File: src/core/rdc_pkg.sv
// Constants and types for the redriver strap and detect control
`default_nettype none
package rdc_pkg;
    // Strap level codes from the four-level comparators
    localparam logic [1:0] LVL0 = 2'h0;
    localparam logic [1:0] LVL1 = 2'h1;
    localparam logic [1:0] LVL2 = 2'h2;
    localparam logic [1:0] LVL3 = 2'h3;
    // Detect poll interval, rounded down to whole cycles
    localparam int CLK_NS = 5;
    localparam int POLL_NS = 150000;
    localparam int POLL_CYC = POLL_NS / CLK_NS;
    // Slave address bases
    localparam logic [6:0] BASE_L1 = 7'h18;
    localparam logic [6:0] BASE_L2 = 7'h20;
    // Register offsets
    localparam logic [7:0] REG_EQ = 8'h00;
    localparam logic [7:0] REG_DET = 8'h01;
    localparam logic [7:0] REG_STAT = 8'h02;
    localparam logic [7:0] REG_STRAP = 8'h03;
    localparam logic [7:0] EQ_RST = 8'h00;
    typedef enum logic [1:0] {
        DET_IDLE, DET_PROBE, DET_SAMPLE, DET_WAIT
    } rdc_det_t;
    typedef enum logic [2:0] {
        I2C_IDLE, I2C_ADDR, I2C_PTR, I2C_WDATA, I2C_ACK, I2C_RDATA,
        I2C_MACK
    } rdc_i2c_t;
endpackage
`default_nettype wire

File: src/core/rdc_i2c_slave.sv
// Two-wire slave that answers two adjacent addresses
`timescale 1ns/1ps
`default_nettype none
module rdc_i2c_slave (
    input wire logic clk,
    input wire logic sys_rst,
    input wire logic slave_en,
    input wire logic [6:0] dev_addr,
    input wire logic scl_i,
    input wire logic sda_i,
    output logic sda_oe,
    output logic wr_stb,
    output logic [7:0] wr_data,
    output logic [7:0] ptr,
    output logic bank,
    input wire logic [7:0] rd_data
);
    rdc_pkg::rdc_i2c_t st_q, st_d, nxt_q, nxt_d;
    logic [2:0] cnt_q, cnt_d;
    logic [7:0] sh_q, sh_d, ptr_q, ptr_d;
    logic full_q, full_d, oe_q, oe_d, bank_q, bank_d;
    logic scl_q, sda_q;
    logic rise, fall, start, stop, hit0, hit1;

    // Bus conditions seen against the previous sample
    assign rise = scl_i & ~scl_q;
    assign fall = ~scl_i & scl_q;
    assign start = scl_i & scl_q & sda_q & ~sda_i;
    assign stop = scl_i & scl_q & ~sda_q & sda_i;
    assign hit0 = sh_q[7:1] == dev_addr;
    assign hit1 = sh_q[7:1] == 7'(dev_addr + 7'h01);

    // Bit engine: shift on rise, drive on fall
    always_comb
    begin
        st_d = st_q;
        nxt_d = nxt_q;
        cnt_d = cnt_q;
        sh_d = sh_q;
        ptr_d = ptr_q;
        full_d = full_q;
        oe_d = oe_q;
        bank_d = bank_q;
        wr_stb = 1'b0;
        if (!slave_en || stop)
        begin
            st_d = rdc_pkg::I2C_IDLE;
            oe_d = 1'b0;
        end
        else if (start)
        begin
            st_d = rdc_pkg::I2C_ADDR;
            cnt_d = 3'h0;
            full_d = 1'b0;
            oe_d = 1'b0;
        end
        else if (rise && (st_q == rdc_pkg::I2C_ADDR ||
                 st_q == rdc_pkg::I2C_PTR || st_q == rdc_pkg::I2C_WDATA))
        begin
            sh_d = {sh_q[6:0], sda_i};
            cnt_d = 3'(cnt_q + 3'h1);
            full_d = cnt_q == 3'h7;
        end
        else if (fall && full_q && st_q != rdc_pkg::I2C_RDATA)
        begin
            full_d = 1'b0;
            oe_d = 1'b1;
            st_d = rdc_pkg::I2C_ACK;
            case (st_q)
                rdc_pkg::I2C_ADDR:
                begin
                    bank_d = hit1;
                    nxt_d = sh_q[0] ? rdc_pkg::I2C_RDATA : rdc_pkg::I2C_PTR;
                    if (!(hit0 || hit1))
                    begin
                        st_d = rdc_pkg::I2C_IDLE; // Not ours: stay off
                        oe_d = 1'b0;
                    end
                end
                rdc_pkg::I2C_PTR:
                begin
                    ptr_d = sh_q;
                    nxt_d = rdc_pkg::I2C_WDATA;
                end
                default:
                begin
                    wr_stb = 1'b1;
                    ptr_d = 8'(ptr_q + 8'h01);
                    nxt_d = rdc_pkg::I2C_WDATA;
                end
            endcase
        end
        else if (fall && st_q == rdc_pkg::I2C_ACK)
        begin
            st_d = nxt_q;
            cnt_d = 3'h0;
            sh_d = rd_data;
            oe_d = (nxt_q == rdc_pkg::I2C_RDATA) & ~rd_data[7];
        end
        else if (rise && st_q == rdc_pkg::I2C_RDATA)
        begin
            cnt_d = 3'(cnt_q + 3'h1);
            full_d = cnt_q == 3'h7;
        end
        else if (fall && st_q == rdc_pkg::I2C_RDATA)
        begin
            if (full_q)
            begin
                full_d = 1'b0;
                oe_d = 1'b0; // Release for the master's ack
                st_d = rdc_pkg::I2C_MACK;
            end
            else
            begin
                sh_d = {sh_q[6:0], 1'b0};
                oe_d = ~sh_q[6];
            end
        end
        else if (rise && st_q == rdc_pkg::I2C_MACK)
        begin
            if (sda_i)
                st_d = rdc_pkg::I2C_IDLE;
            else
                ptr_d = 8'(ptr_q + 8'h01);
        end
        else if (fall && st_q == rdc_pkg::I2C_MACK)
        begin
            st_d = rdc_pkg::I2C_RDATA;
            cnt_d = 3'h0;
            sh_d = rd_data;
            oe_d = ~rd_data[7];
        end
    end

    // Slave state registers
    always_ff @(posedge clk)
    begin
        if (sys_rst)
        begin
            st_q <= rdc_pkg::I2C_IDLE;
            nxt_q <= rdc_pkg::I2C_IDLE;
            cnt_q <= 3'h0;
            sh_q <= 8'h00;
            ptr_q <= 8'h00;
            full_q <= 1'b0;
            oe_q <= 1'b0;
            bank_q <= 1'b0;
            scl_q <= 1'b1;
            sda_q <= 1'b1;
        end
        else
        begin
            st_q <= st_d;
            nxt_q <= nxt_d;
            cnt_q <= cnt_d;
            sh_q <= sh_d;
            ptr_q <= ptr_d;
            full_q <= full_d;
            oe_q <= oe_d;
            bank_q <= bank_d;
            scl_q <= scl_i;
            sda_q <= sda_i;
        end
    end

    assign sda_oe = oe_q;
    assign wr_data = sh_q;
    assign ptr = ptr_q;
    assign bank = bank_q;
endmodule // rdc_i2c_slave
`default_nettype wire

File: src/core/rdc_core.sv
// Strap decode, receiver detect and register control of the redriver
`timescale 1ns/1ps
`default_nettype none
module rdc_core #(
    parameter int POLL_CYCLES = rdc_pkg::POLL_CYC
) (
    input wire logic clk,
    input wire logic sys_rst,
    input wire logic [1:0] eq_index_high_strap_ch03,
    input wire logic [1:0] eq_index_low_strap_ch03,
    input wire logic [1:0] eq_index_high_strap_ch47,
    input wire logic [1:0] eq_index_low_strap_ch47,
    input wire logic [1:0] gain_strap,
    input wire logic [1:0] mode_strap,
    input wire logic [1:0] far_end_detect_strap,
    input wire logic [1:0] addr_strap,
    input wire logic power_down_pin,
    input wire logic sel_pin,
    input wire logic [3:0] far_end_present,
    input wire logic scl_i,
    input wire logic sda_i,
    output logic sda_o,
    output logic sda_oe,
    input wire logic [7:0] reg_addr,
    input wire logic [7:0] reg_wdata,
    input wire logic reg_wr,
    input wire logic reg_rd,
    output logic [7:0] reg_rdata,
    output logic [3:0] eq_index_ch03,
    output logic [3:0] eq_index_ch47,
    output logic [1:0] flat_gain,
    output logic [3:0] rx_term_50,
    output logic [3:0] detect_probe,
    output logic path_reset,
    output logic standby
);
    // Index from two level codes
    function automatic logic [3:0] eq_idx(input logic [1:0] hi,
                                          input logic [1:0] lo);
        eq_idx = {hi, lo};
    endfunction

    // Strap capture state
    logic cap_q, cap_d;
    logic [3:0] seq0_q, seq0_d, seq1_q, seq1_d;
    logic [1:0] gain_q, gain_d;
    logic detoff_q, detoff_d;
    // Register file and outputs
    logic [7:0] eqreg_q, eqreg_d, rdata_q, rdata_d;
    logic [3:0] eq0_q, eq0_d, eq1_q, eq1_d;
    // Detect machine
    rdc_pkg::rdc_det_t st_q, st_d;
    logic [3:0] pend_q, pend_d, found_q, found_d, term_q, term_d;
    logic [3:0] probe_q, probe_d, trig, hit_w;
    logic [15:0] tmr_q, tmr_d;
    logic pd_q, sel_q, stby_q, stby_d, all_ev;
    // Serial slave link
    logic slv_en, i_wr, i_bank;
    logic [7:0] i_wd, i_ptr, i_rd;
    logic [6:0] slv_base;
    logic wr_any;
    logic [7:0] wr_a, wr_d;

    // Read view shared by the plain port and the serial slave
    function automatic logic [7:0] reg_read(input logic [7:0] a,
        input logic [7:0] eqr, input logic [3:0] term,
        input logic [1:0] md, input logic sb, input logic busy,
        input logic [3:0] s0, input logic [3:0] s1);
        case (a)
            rdc_pkg::REG_EQ: reg_read = eqr;
            rdc_pkg::REG_STAT: reg_read = {busy, sb, md, term};
            rdc_pkg::REG_STRAP: reg_read = {s1, s0};
            default: reg_read = 8'h00; // Unmapped and trigger read zero
        endcase
    endfunction

    // Slave active in both addressed modes; base picked by mode
    assign slv_en = mode_strap == rdc_pkg::LVL1 ||
                    mode_strap == rdc_pkg::LVL2;
    assign slv_base = 7'((mode_strap == rdc_pkg::LVL2 ? rdc_pkg::BASE_L2 :
                      rdc_pkg::BASE_L1) + {4'h0, addr_strap, 1'b0});

    assign i_rd = reg_read(i_ptr, eqreg_q, term_q, mode_strap, stby_q,
                           st_q != rdc_pkg::DET_IDLE, seq0_q, seq1_q);

    rdc_i2c_slave u_slave (
        .clk(clk),
        .sys_rst(sys_rst),
        .slave_en(slv_en),
        .dev_addr(slv_base),
        .scl_i(scl_i),
        .sda_i(sda_i),
        .sda_oe(sda_oe),
        .wr_stb(i_wr),
        .wr_data(i_wd),
        .ptr(i_ptr),
        .bank(i_bank),
        .rd_data(i_rd)
    );
    assign sda_o = 1'b0; // Open drain: only ever pulls low

    // Plain port wins a same-cycle collision with the serial slave
    assign wr_any = reg_wr | i_wr;
    assign wr_a = reg_wr ? reg_addr : i_ptr;
    assign wr_d = reg_wr ? reg_wdata : i_wd;

    // Per-channel detect requests; serial bank maps two channels
    always_comb
    begin
        trig = 4'h0;
        if (reg_wr && reg_addr == rdc_pkg::REG_DET)
            trig = reg_wdata[3:0];
        else if (i_wr && i_ptr == rdc_pkg::REG_DET)
            trig = i_bank ? {i_wd[1:0], 2'b00} : {2'b00, i_wd[1:0]};
    end

    // Straps taken once, in the first cycle after reset release
    always_comb
    begin
        cap_d = 1'b1;
        seq0_d = seq0_q;
        seq1_d = seq1_q;
        gain_d = gain_q;
        detoff_d = detoff_q;
        if (!cap_q)
        begin
            seq0_d = eq_idx(eq_index_high_strap_ch03,
                            eq_index_low_strap_ch03);
            seq1_d = eq_idx(eq_index_high_strap_ch47,
                            eq_index_low_strap_ch47);
            gain_d = gain_strap;
            detoff_d = far_end_detect_strap == rdc_pkg::LVL0;
        end
    end

    always_ff @(posedge clk)
    begin
        if (sys_rst)
        begin
            cap_q <= 1'b0;
            seq0_q <= 4'h0;
            seq1_q <= 4'h0;
            gain_q <= rdc_pkg::LVL3;
            detoff_q <= 1'b0;
        end
        else
        begin
            cap_q <= cap_d;
            seq0_q <= seq0_d;
            seq1_q <= seq1_d;
            gain_q <= gain_d;
            detoff_q <= detoff_d;
        end
    end

    // Register file, read data and equalization outputs
    always_comb
    begin
        eqreg_d = eqreg_q;
        if (wr_any && wr_a == rdc_pkg::REG_EQ)
            eqreg_d = wr_d;
        rdata_d = 8'h00;
        if (reg_rd)
            rdata_d = reg_read(reg_addr, eqreg_q, term_q, mode_strap,
                stby_q, st_q != rdc_pkg::DET_IDLE, seq0_q, seq1_q);
        // Mode is live, so a change takes effect on the next clock
        if (mode_strap == rdc_pkg::LVL0)
        begin
            eq0_d = seq0_q;
            eq1_d = seq1_q;
        end
        else
        begin
            eq0_d = eqreg_q[3:0];
            eq1_d = eqreg_q[7:4];
        end
    end

    always_ff @(posedge clk)
    begin
        if (sys_rst)
        begin
            eqreg_q <= rdc_pkg::EQ_RST;
            rdata_q <= 8'h00;
            eq0_q <= 4'h0;
            eq1_q <= 4'h0;
        end
        else
        begin
            eqreg_q <= eqreg_d;
            rdata_q <= rdata_d;
            eq0_q <= eq0_d;
            eq1_q <= eq1_d;
        end
    end

    // Power-up, power-down release and select edge probe all channels
    assign all_ev = !cap_q || (pd_q && !power_down_pin) ||
                    (sel_q != sel_pin);
    assign hit_w = far_end_present & pend_q;

    // Detect machine: probe, sample, then wait and retry
    always_comb
    begin
        st_d = st_q;
        tmr_d = tmr_q;
        pend_d = pend_q | trig | (all_ev ? 4'hF : 4'h0);
        found_d = found_q & ~trig;
        stby_d = power_down_pin;
        case (st_q)
            rdc_pkg::DET_IDLE:
                if (pend_q != 4'h0 && !detoff_q && cap_q)
                    st_d = rdc_pkg::DET_PROBE;
            rdc_pkg::DET_PROBE:
                st_d = rdc_pkg::DET_SAMPLE;
            rdc_pkg::DET_SAMPLE:
            begin
                // A found far end wins over a same-cycle retrigger
                found_d = found_d | hit_w;
                pend_d = (pend_q & ~hit_w) | trig |
                         (all_ev ? 4'hF : 4'h0);
                tmr_d = 16'(POLL_CYCLES - 1);
                st_d = (pend_d != 4'h0) ? rdc_pkg::DET_WAIT :
                       rdc_pkg::DET_IDLE;
            end
            rdc_pkg::DET_WAIT:
                if (tmr_q == 16'h0000)
                    st_d = rdc_pkg::DET_PROBE;
                else
                    tmr_d = 16'(tmr_q - 16'h0001);
            default:
                st_d = rdc_pkg::DET_IDLE;
        endcase
        // Power-down drops results; release starts a fresh cycle
        if (power_down_pin)
        begin
            st_d = rdc_pkg::DET_IDLE;
            pend_d = 4'h0;
            found_d = 4'h0;
        end
        if (power_down_pin)
            term_d = 4'h0;
        else if (detoff_d)
            term_d = 4'hF;
        else
            term_d = found_d;
        probe_d = (st_d == rdc_pkg::DET_PROBE) ? pend_d : 4'h0;
    end

    always_ff @(posedge clk)
    begin
        if (sys_rst)
        begin
            st_q <= rdc_pkg::DET_IDLE;
            tmr_q <= 16'h0000;
            pend_q <= 4'h0;
            found_q <= 4'h0;
            term_q <= 4'h0;
            probe_q <= 4'h0;
            stby_q <= 1'b0;
            pd_q <= 1'b0;
            sel_q <= 1'b0;
        end
        else
        begin
            st_q <= st_d;
            tmr_q <= tmr_d;
            pend_q <= pend_d;
            found_q <= found_d;
            term_q <= term_d;
            probe_q <= probe_d;
            stby_q <= stby_d;
            pd_q <= power_down_pin;
            sel_q <= sel_pin;
        end
    end

    assign reg_rdata = rdata_q;
    assign eq_index_ch03 = eq0_q;
    assign eq_index_ch47 = eq1_q;
    assign flat_gain = gain_q;
    assign rx_term_50 = term_q;
    assign detect_probe = probe_q;
    assign standby = stby_q;
    assign path_reset = stby_q;
endmodule // rdc_core
`default_nettype wire

File: config.mk
export PLATFORM = sky130hd
export DESIGN_NAME = rdc_core
export DESIGN_NICKNAME = d
export VERILOG_FILES = /design/src/core/rdc_pkg.sv /design/src/core/rdc_i2c_slave.sv /design/src/core/rdc_core.sv
export SDC_FILE = /design/constraint.sdc
export NUM_CORES = 1
export LEC_CHECK = 0
export BUFFER_PORTS_ARGS = -buffer_cell sky130_fd_sc_hd__clkbuf_2
export CELL_PAD_IN_SITES_DETAIL_PLACEMENT = 0
export CELL_PAD_IN_SITES_GLOBAL_PLACEMENT = 1
export CORE_ASPECT_RATIO = 1.2
export CORE_MARGIN = 3
export CORE_UTILIZATION = 39
export CTS_CLUSTER_DIAMETER = 40
export CTS_CLUSTER_SIZE = 28
export DETAILED_ROUTE_END_ITERATION = 7
export PLACE_DENSITY = 0.87
export SYNTH_ARGS = -nofsm -noshare
export SYNTH_HDL_FRONTEND = slang
export SYNTH_SLANG_ARGS = --single-unit
File: constraint.sdc
create_clock -name clk -period 2.05 [get_ports clk]
set_clock_uncertainty 0.15 [all_clocks]
set_input_delay 0 -clock clk [delete_from_list [all_inputs] [get_ports clk]]
set_output_delay 0 -clock clk [all_outputs]
set_load 0.05 [all_outputs]
== Word-level counts from Yosys, hierarchy flattened ==
Index checks and enable logic that the tools add are counted.
W data, S select, Z words.

* Shifts and indexed selects: 0
* Add/subtract/negate cells: 5
* Reductions and logical operators: 59
* Divide/modulo/power cells: 0
* $mul: 0
* Order comparisons: 0
* Multiplexer cells: 82
* Bitwise logic cells: 30
* Equality and inequality tests: 46

{| class="wikitable"
|+ Operators by type and width
! operator !! count
|-
| $mux W8 || 16
|-
| $mux W3 || 20
|-
| $pmux W8 S3 || 2
|-
| $mux W4 || 11
|-
| $eq A8 B2 Y1 const B || 4
|-
| $pmux W16 S2 || 1
|-
| $logic_not A8 Y1 || 3
|-
| $mux W1 || 24
|-
| $ne A4 B1 Y1 const B || 5
|-
| $or A4 B4 Y4 || 5
|-
| $reduce_and A5 Y1 || 4
|-
| $eq A8 B1 Y1 const B || 2
|-
| $logic_not A16 Y1 || 1
|-
| $mux W16 || 1
|-
| $pmux W8 S2 || 1
|-
| $reduce_bool A4 Y1 || 4
|-
| $sub A16 B1 Y16 const B || 1
|-
| $eq A3 B3 Y1 const B || 5
|-
| $ne A5 B1 Y1 const B || 3
|-
| $reduce_bool A5 Y1 || 3
|-
| $eq A7 B7 Y1 || 2
|-
| $logic_and A1 B1 Y1 || 14
|-
| $and A4 B4 Y4 || 3
|-
| $ne A2 B1 Y1 const B || 6
|-
| other kinds (34) || 81
|}

* Output and inout bits: 30
* Flip-flop bits (word level): 102
* Memory bits (read-only): 0
* Latch bits: 0
* Memories kept: 0
* Memory bits (writable): 0

== Depth between registers and ports, before layout ==
* Depth in word-level cells: 20
* Depth in mapped cells: 8
* Depth with buffers taken out: 7

== Hierarchy ==
Synthesis repeated with hierarchy kept, for this count alone.

* Cell total of the unflattened synthesis: 638
* Area, all modules: 5431.5 um^2

{| class="wikitable"
|+ By module, submodules not included
! module !! area each (um^2) !! instances !! cells an instance
|-
| rdc_core || 3449.6 || 1 || 385
|-
| rdc_i2c_slave || 1981.9 || 1 || 253
|}

== Worst setup path before layout ==
Ideal clock, no wire load.

* Kind: register to register
* Start point: reg u_slave.ptr_q[0] (netlist: u_slave.ptr[0])
* End point: reg u_slave.sh_q[1] (netlist: u_slave.wr_data[1])
* Setup slack: -0.072 ns
* Arrival: 1.838 ns
* Clock period less this slack: 2.122 ns
* Library setup time: 0.134 ns
* Cell stages (with the launch flop): 8
* Cells stage by stage: dfxtp_1 inv_1 ha_1 clkbuf_1 o311ai_0 nor3_1 a21oi_1 a211oi_1

* Longest elaborated chain between the ends: 9
* Elaborated cells between the ends (all ways): 11
* Classes of those cells: eq/ne: 2; mux: 8; reduce/logical: 1

{| class="wikitable"
|+ RTL lines
! what !! RTL line !! text
|-
| from (decl) || rdc_i2c_slave.sv:20 || <nowiki>logic [7:0] sh_q, sh_d, ptr_q, ptr_d;</nowiki>
|-
| from (signal assigned) || rdc_i2c_slave.sv:157 || <nowiki>ptr_q <= ptr_d;</nowiki>
|-
| $eq A8 B2 Y1 or $logic_not A8 Y1 (tied branches) || rdc_core.sv:69 || <nowiki>case (a)</nowiki>
|-
| $pmux W8 S3 * || rdc_core.sv:69 ||
|-
| $mux W8 || rdc_i2c_slave.sv:126 || <nowiki>else if (fall && st_q == rdc_pkg::I2C_MACK)</nowiki>
|-
| $mux W8 || rdc_i2c_slave.sv:119 || <nowiki>else if (rise && st_q == rdc_pkg::I2C_MACK)</nowiki>
|-
| $mux W8 || rdc_i2c_slave.sv:105 || <nowiki>else if (fall && st_q == rdc_pkg::I2C_RDATA)</nowiki>
|-
| $mux W8 || rdc_i2c_slave.sv:100 || <nowiki>else if (rise && st_q == rdc_pkg::I2C_RDATA)</nowiki>
|-
| $mux W8 * || rdc_i2c_slave.sv:93 || <nowiki>else if (fall && st_q == rdc_pkg::I2C_ACK)</nowiki>
|-
| $mux W8 * || rdc_i2c_slave.sv:64 || <nowiki>else if (fall && full_q && st_q != rdc_pkg::I2C_RDATA)</nowiki>
|-
| $mux W8 * || rdc_i2c_slave.sv:57 || <nowiki>else if (rise && (st_q == rdc_pkg::I2C_ADDR ||</nowiki>
|-
| to (signal assigned) || rdc_i2c_slave.sv:143 || <nowiki>sh_q <= 8'h00;</nowiki>
|-
| to (signal assigned) || rdc_i2c_slave.sv:156 || <nowiki>sh_q <= sh_d;</nowiki>
|-
| to (decl) || rdc_i2c_slave.sv:20 ||
|}

Every way passes the cells marked *; elsewhere a longest branch is shown, timed or not. The select of a mux whose other input is x is not followed.
A chain may end at the register's enable or synchronous reset.

== Worst setup path after layout ==
* Start point: reg tmr_q[11]
* End point: reg probe_q[1] (netlist: detect_probe[1])

* Longest elaborated chain between the ends: 7

{| class="wikitable"
|+ RTL lines
! what !! RTL line !! text
|-
| from (decl) || rdc_core.sv:55 || <nowiki>logic [15:0] tmr_q, tmr_d;</nowiki>
|-
| from (signal assigned) || rdc_core.sv:267 || <nowiki>tmr_q <= tmr_d;</nowiki>
|-
| $logic_not A16 Y1 || rdc_core.sv:227 || <nowiki>if (tmr_q == 16'h0000)</nowiki>
|-
| $mux W2 || rdc_core.sv:227 ||
|-
| $pmux W2 S4 || rdc_core.sv:210 || <nowiki>case (st_q)</nowiki>
|-
| $mux W2 || rdc_core.sv:235 || <nowiki>if (power_down_pin)</nowiki>
|-
| $eq A2 B1 Y1 || rdc_core.sv:247 || <nowiki>probe_d = (st_d == rdc_pkg::DET_PROBE) ? pend_d : 4'h0;</nowiki>
|-
| $not A1 Y1 (no line) || -- ||
|-
| $reduce_or A2 Y1 (no line) || -- ||
|-
| to (signal assigned) || rdc_core.sv:271 || <nowiki>probe_q <= probe_d;</nowiki>
|-
| to (decl) || rdc_core.sv:54 || <nowiki>logic [3:0] probe_q, probe_d, trig, hit_w;</nowiki>
|}

Every way passes these cells.

==> results.json <==
{
  "status": "finished, final reports clean",
  "clkLatencyLatePin_ns": 0.35,
  "dp_hpwl_mm": 11.3,
  "n_fill_cell": 1118,
  "fin_crit_sh_pct": 99.5,
  "yosysSeqAreaShare_pct": 38.8,
  "worstPathMaxFanout": 4,
  "final_common_cell": "dfxtp_1",
  "hp-class": "in -> reg",
  "final_area_sq_mm": 0.00703,
  "r2r-end": "detect_probe[1]",
  "synthFlopType": "dfxtp_1",
  "hold_path_end": "u_slave.bank",
  "synth-simple-area-share_pct": 24.9,
  "coreArea_sq_mm": 0.0129,
  "routedWlPerCell_um": 17.2,
  "rows": 45,
  "synth_compound_area_share_pct": 19.7,
  "grt_usage_pct": 20.5,
  "numCtsBuffers": 9,
  "grt-ovfl-total": 0,
  "cts_max_level": 3,
  "min_from": "addr_strap[0]",
  "async_reset_ff_share_pct": 0,
  "end_kind": "flop",
  "worst_r2r_path_depth": 6,
  "die_h_um": 133,
  "relSlewSlack_pct": 51.8,
  "synth_adder_area_share_pct": 2.14,
  "fmax_ghz": 0.490,
  "port_buffers": 72,
  "layout_common_cells": "95 x dfxtp_1, 77 x nor2_1, 72 x clkbuf_2, 59 x buf_4, 38 x a21oi_1",
  "max-vdd-ir-drop_mv": 0.344,
  "grt_pass1_wl_mm": 25.0,
  "place.gp.congestion": 0.903,
  "yosysWarningCount": 0,
  "dp_slack_ns": -0.151,
  "clockBufferDepth": 2,
  "setup_tns_ns": 0,
  "r2r-start": "tmr_q[11]",
  "grt_max_degree": 64,
  "drtPass1Iterations": 5,
  "period_needed_ns": 2.04,
  "layout-drive-gt1-share_pct": 29.5,
  "synth_nets": 660,
  "start_kind": "flop",
  "reg2reg_slack_ns": 0.01,
  "arrival_ns": 2.17,
  "max_cap_violations": 0,
  "synth_cell_types": 71,
  "finalSetupViolCount": 0,
  "hold_path_depth": 6,
  "cts_tree": "yes",
  "die_area_sq_mm": 0.0149,
  "final_antenna_net_count": 0,
  "cp.required_ns": 2.18,
  "die_x_um": 112,
  "worstSetupStartpoint": "tmr_q[11]",
  "start_util_pct": 40.8,
  "syn_avg_cell_area_sq_um": 8.66,
  "placedInstanceArea_sq_mm": 0.00614,
  "rsz0062_at_grt": "yes",
  "vias_per_cell": 5.70,
  "synthXorXnorAreaFrac_pct": 2.17,
  "worstSetupPathType": "reg -> reg",
  "fin_ws_ns": 0.00974,
  "hold_violations": 0,
  "synthMuxAreaShare_pct": 7.40,
  "cts_sinks": 102,
  "synth_edf_count": 0,
  "root_buffer": "clkbuf_16",
  "worstMarginPinSlew_ns": 0.723,
  "netlist_instances": 607,
  "drt-total-wl_mm": 15.8,
  "grt_pass1_vias": 5121,
  "area_growth_pct": 33.7,
  "antenna_found_initial": 0,
  "p_per_area_mw_per_mm2": 631,
  "drc": 0,
  "fin_util_pct": 54.5,
  "clkTransAtPathRegs_ns": 0.07,
  "ys_ff_latch": 102,
  "nNetsFinal": 801,
  "synth_top_family_by_area": "simple AND/OR/NAND/NOR gates",
  "leakagePower_uw": 0.00274,
  "netlist_area_sq_mm": 0.00526,
  "ioPinCount": 74,
  "drv_slew": 0,
  "drt_iter0_markers": 385,
  "num_vias": 5224,
  "diodes": 0
}
worst max-delay path, cell delays in order, from the launching register on:
cell,delay (ns)
dfxtp_1,0.32
or4_4,0.54
buf_6,0.15
nor3_4,0.23
a21oi_2,0.11
or3_4,0.38
a21oi_2,0.11
where the power goes:
part           internal, uW  switching (uW)  leakage (uW)
logic                   240             312       0.00176
registers              2020            36.6      0.000831
clock network          1060             765      0.000152
total                  3320            1110       0.00274
kinds of logic (layout without fill, tap and decap cells):
logic type	count (synthesis)	in the layout
simple gates	245	245
other cells	1	1
compound gates	144	144
mux	38	38
buf+inv	55	200
fa+ha+maj	9	9
flops	102	102
xor+xnor	13	13
synthesized netlist by cell type, types with 5 or more instances:
cell type | number | share of area [%]
dfxtp_1 | 102 | 39
nor2_1 | 81 | 5.8
a21oi_1 | 39 | 3.7
mux2i_1 | 31 | 5.9
nand2_1 | 31 | 2.2
a211oi_1 | 23 | 3.3
nor3_1 | 22 | 2.1
clkbuf_1 | 19 | 1.4
inv_1 | 15 | 1.1
nor2b_1 | 13 | 1.5
o21ai_0 | 13 | 1.2
nor4_1 | 12 | 1.4
a22oi_1 | 11 | 1.6
and3_1 | 11 | 1.3
nand3_1 | 10 | 0.95
xnor2_1 | 10 | 1.7
ha_1 | 9 | 2.1
o31ai_1 | 9 | 1.3
o311ai_0 | 8 | 1.3
a222oi_1 | 7 | 1.3
a31oi_1 | 7 | 0.83
buf_1 | 7 | 0.50
mux2_2 | 7 | 1.5
nand2b_1 | 7 | 0.83
nand4_1 | 7 | 0.83
buf_2 | 6 | 0.57
nand3b_1 | 6 | 0.86
nor3b_1 | 6 | 0.86
buf_4 | 5 | 0.71
or2_2 | 5 | 0.59
stage by stage:
stage,std cells,total power (uW),hold slack (ns)
2_1_floorplan,607,2380,-0.0434
3_3_place_gp,866,2560,0.0643
3_5_place_dp,866,2570,0.0730
4_1_cts,912,4420,-0.187
5_1_grt,916,4570,0.0841
6_report,916,4440,0.00914
layer usage:
| layer | global-route usage, % | wire length (um) |
|---|---|---|
| met5 | 0 | 0 |
| met4 | 9.15 | 408 |
| met3 | 3.32 | 839 |
| met2 | 34.7 | 7780 |
| met1 | 25.5 | 6750 |
repair_timing:
action	in CTS	in global routing
hold endpoints to repair	49	1
hold buffers	31	1
gates resized for setup	11	48
buffers inserted	0	3
endpoints found under the setup margin	10	42
cloned	0	0
pin swaps	3	19
final cells by class:
cell class                      instances  area (sq um)  area share, %
Clock inverter                          6          86.3           1.23
Timing Repair Buffer                  170          1230           17.5
Inverter                               15          56.3          0.801
Sequential cell                       102          2050           29.2
Multi-Input combinational cell        450          3180           45.2
Clock buffer                            9           225           3.20
Tap cell                              164           205           2.92
how the worst max path moves through the flow:
stage          depth (start not counted)                 end  slack [ns]
5_1_grt                                6     detect_probe[1]       -0.08
3_3_place_gp                           6       rx_term_50[0]       -0.14
6_report                               6     detect_probe[1]        0.01
2_1_floorplan                          7      u_slave.ptr[0]       0.007
4_1_cts                                7  u_slave.wr_data[0]       -0.03
3_5_place_dp                           6       rx_term_50[0]       -0.15
registers in the layout, indices dropped and copies added (netlist names), 4 cells and up:
signal,cells
detect_probe,4
eq_index_ch03,4
eq_index_ch47,4
eqreg_q,8
found_q,4
pend_q,4
reg_rdata,8
rx_term_50,4
seq0_q,4
seq1_q,4
tmr_q,16
u_slave.ptr,8
u_slave.wr_data,8
No activity file was read; power rests on OpenSTA's default activity.
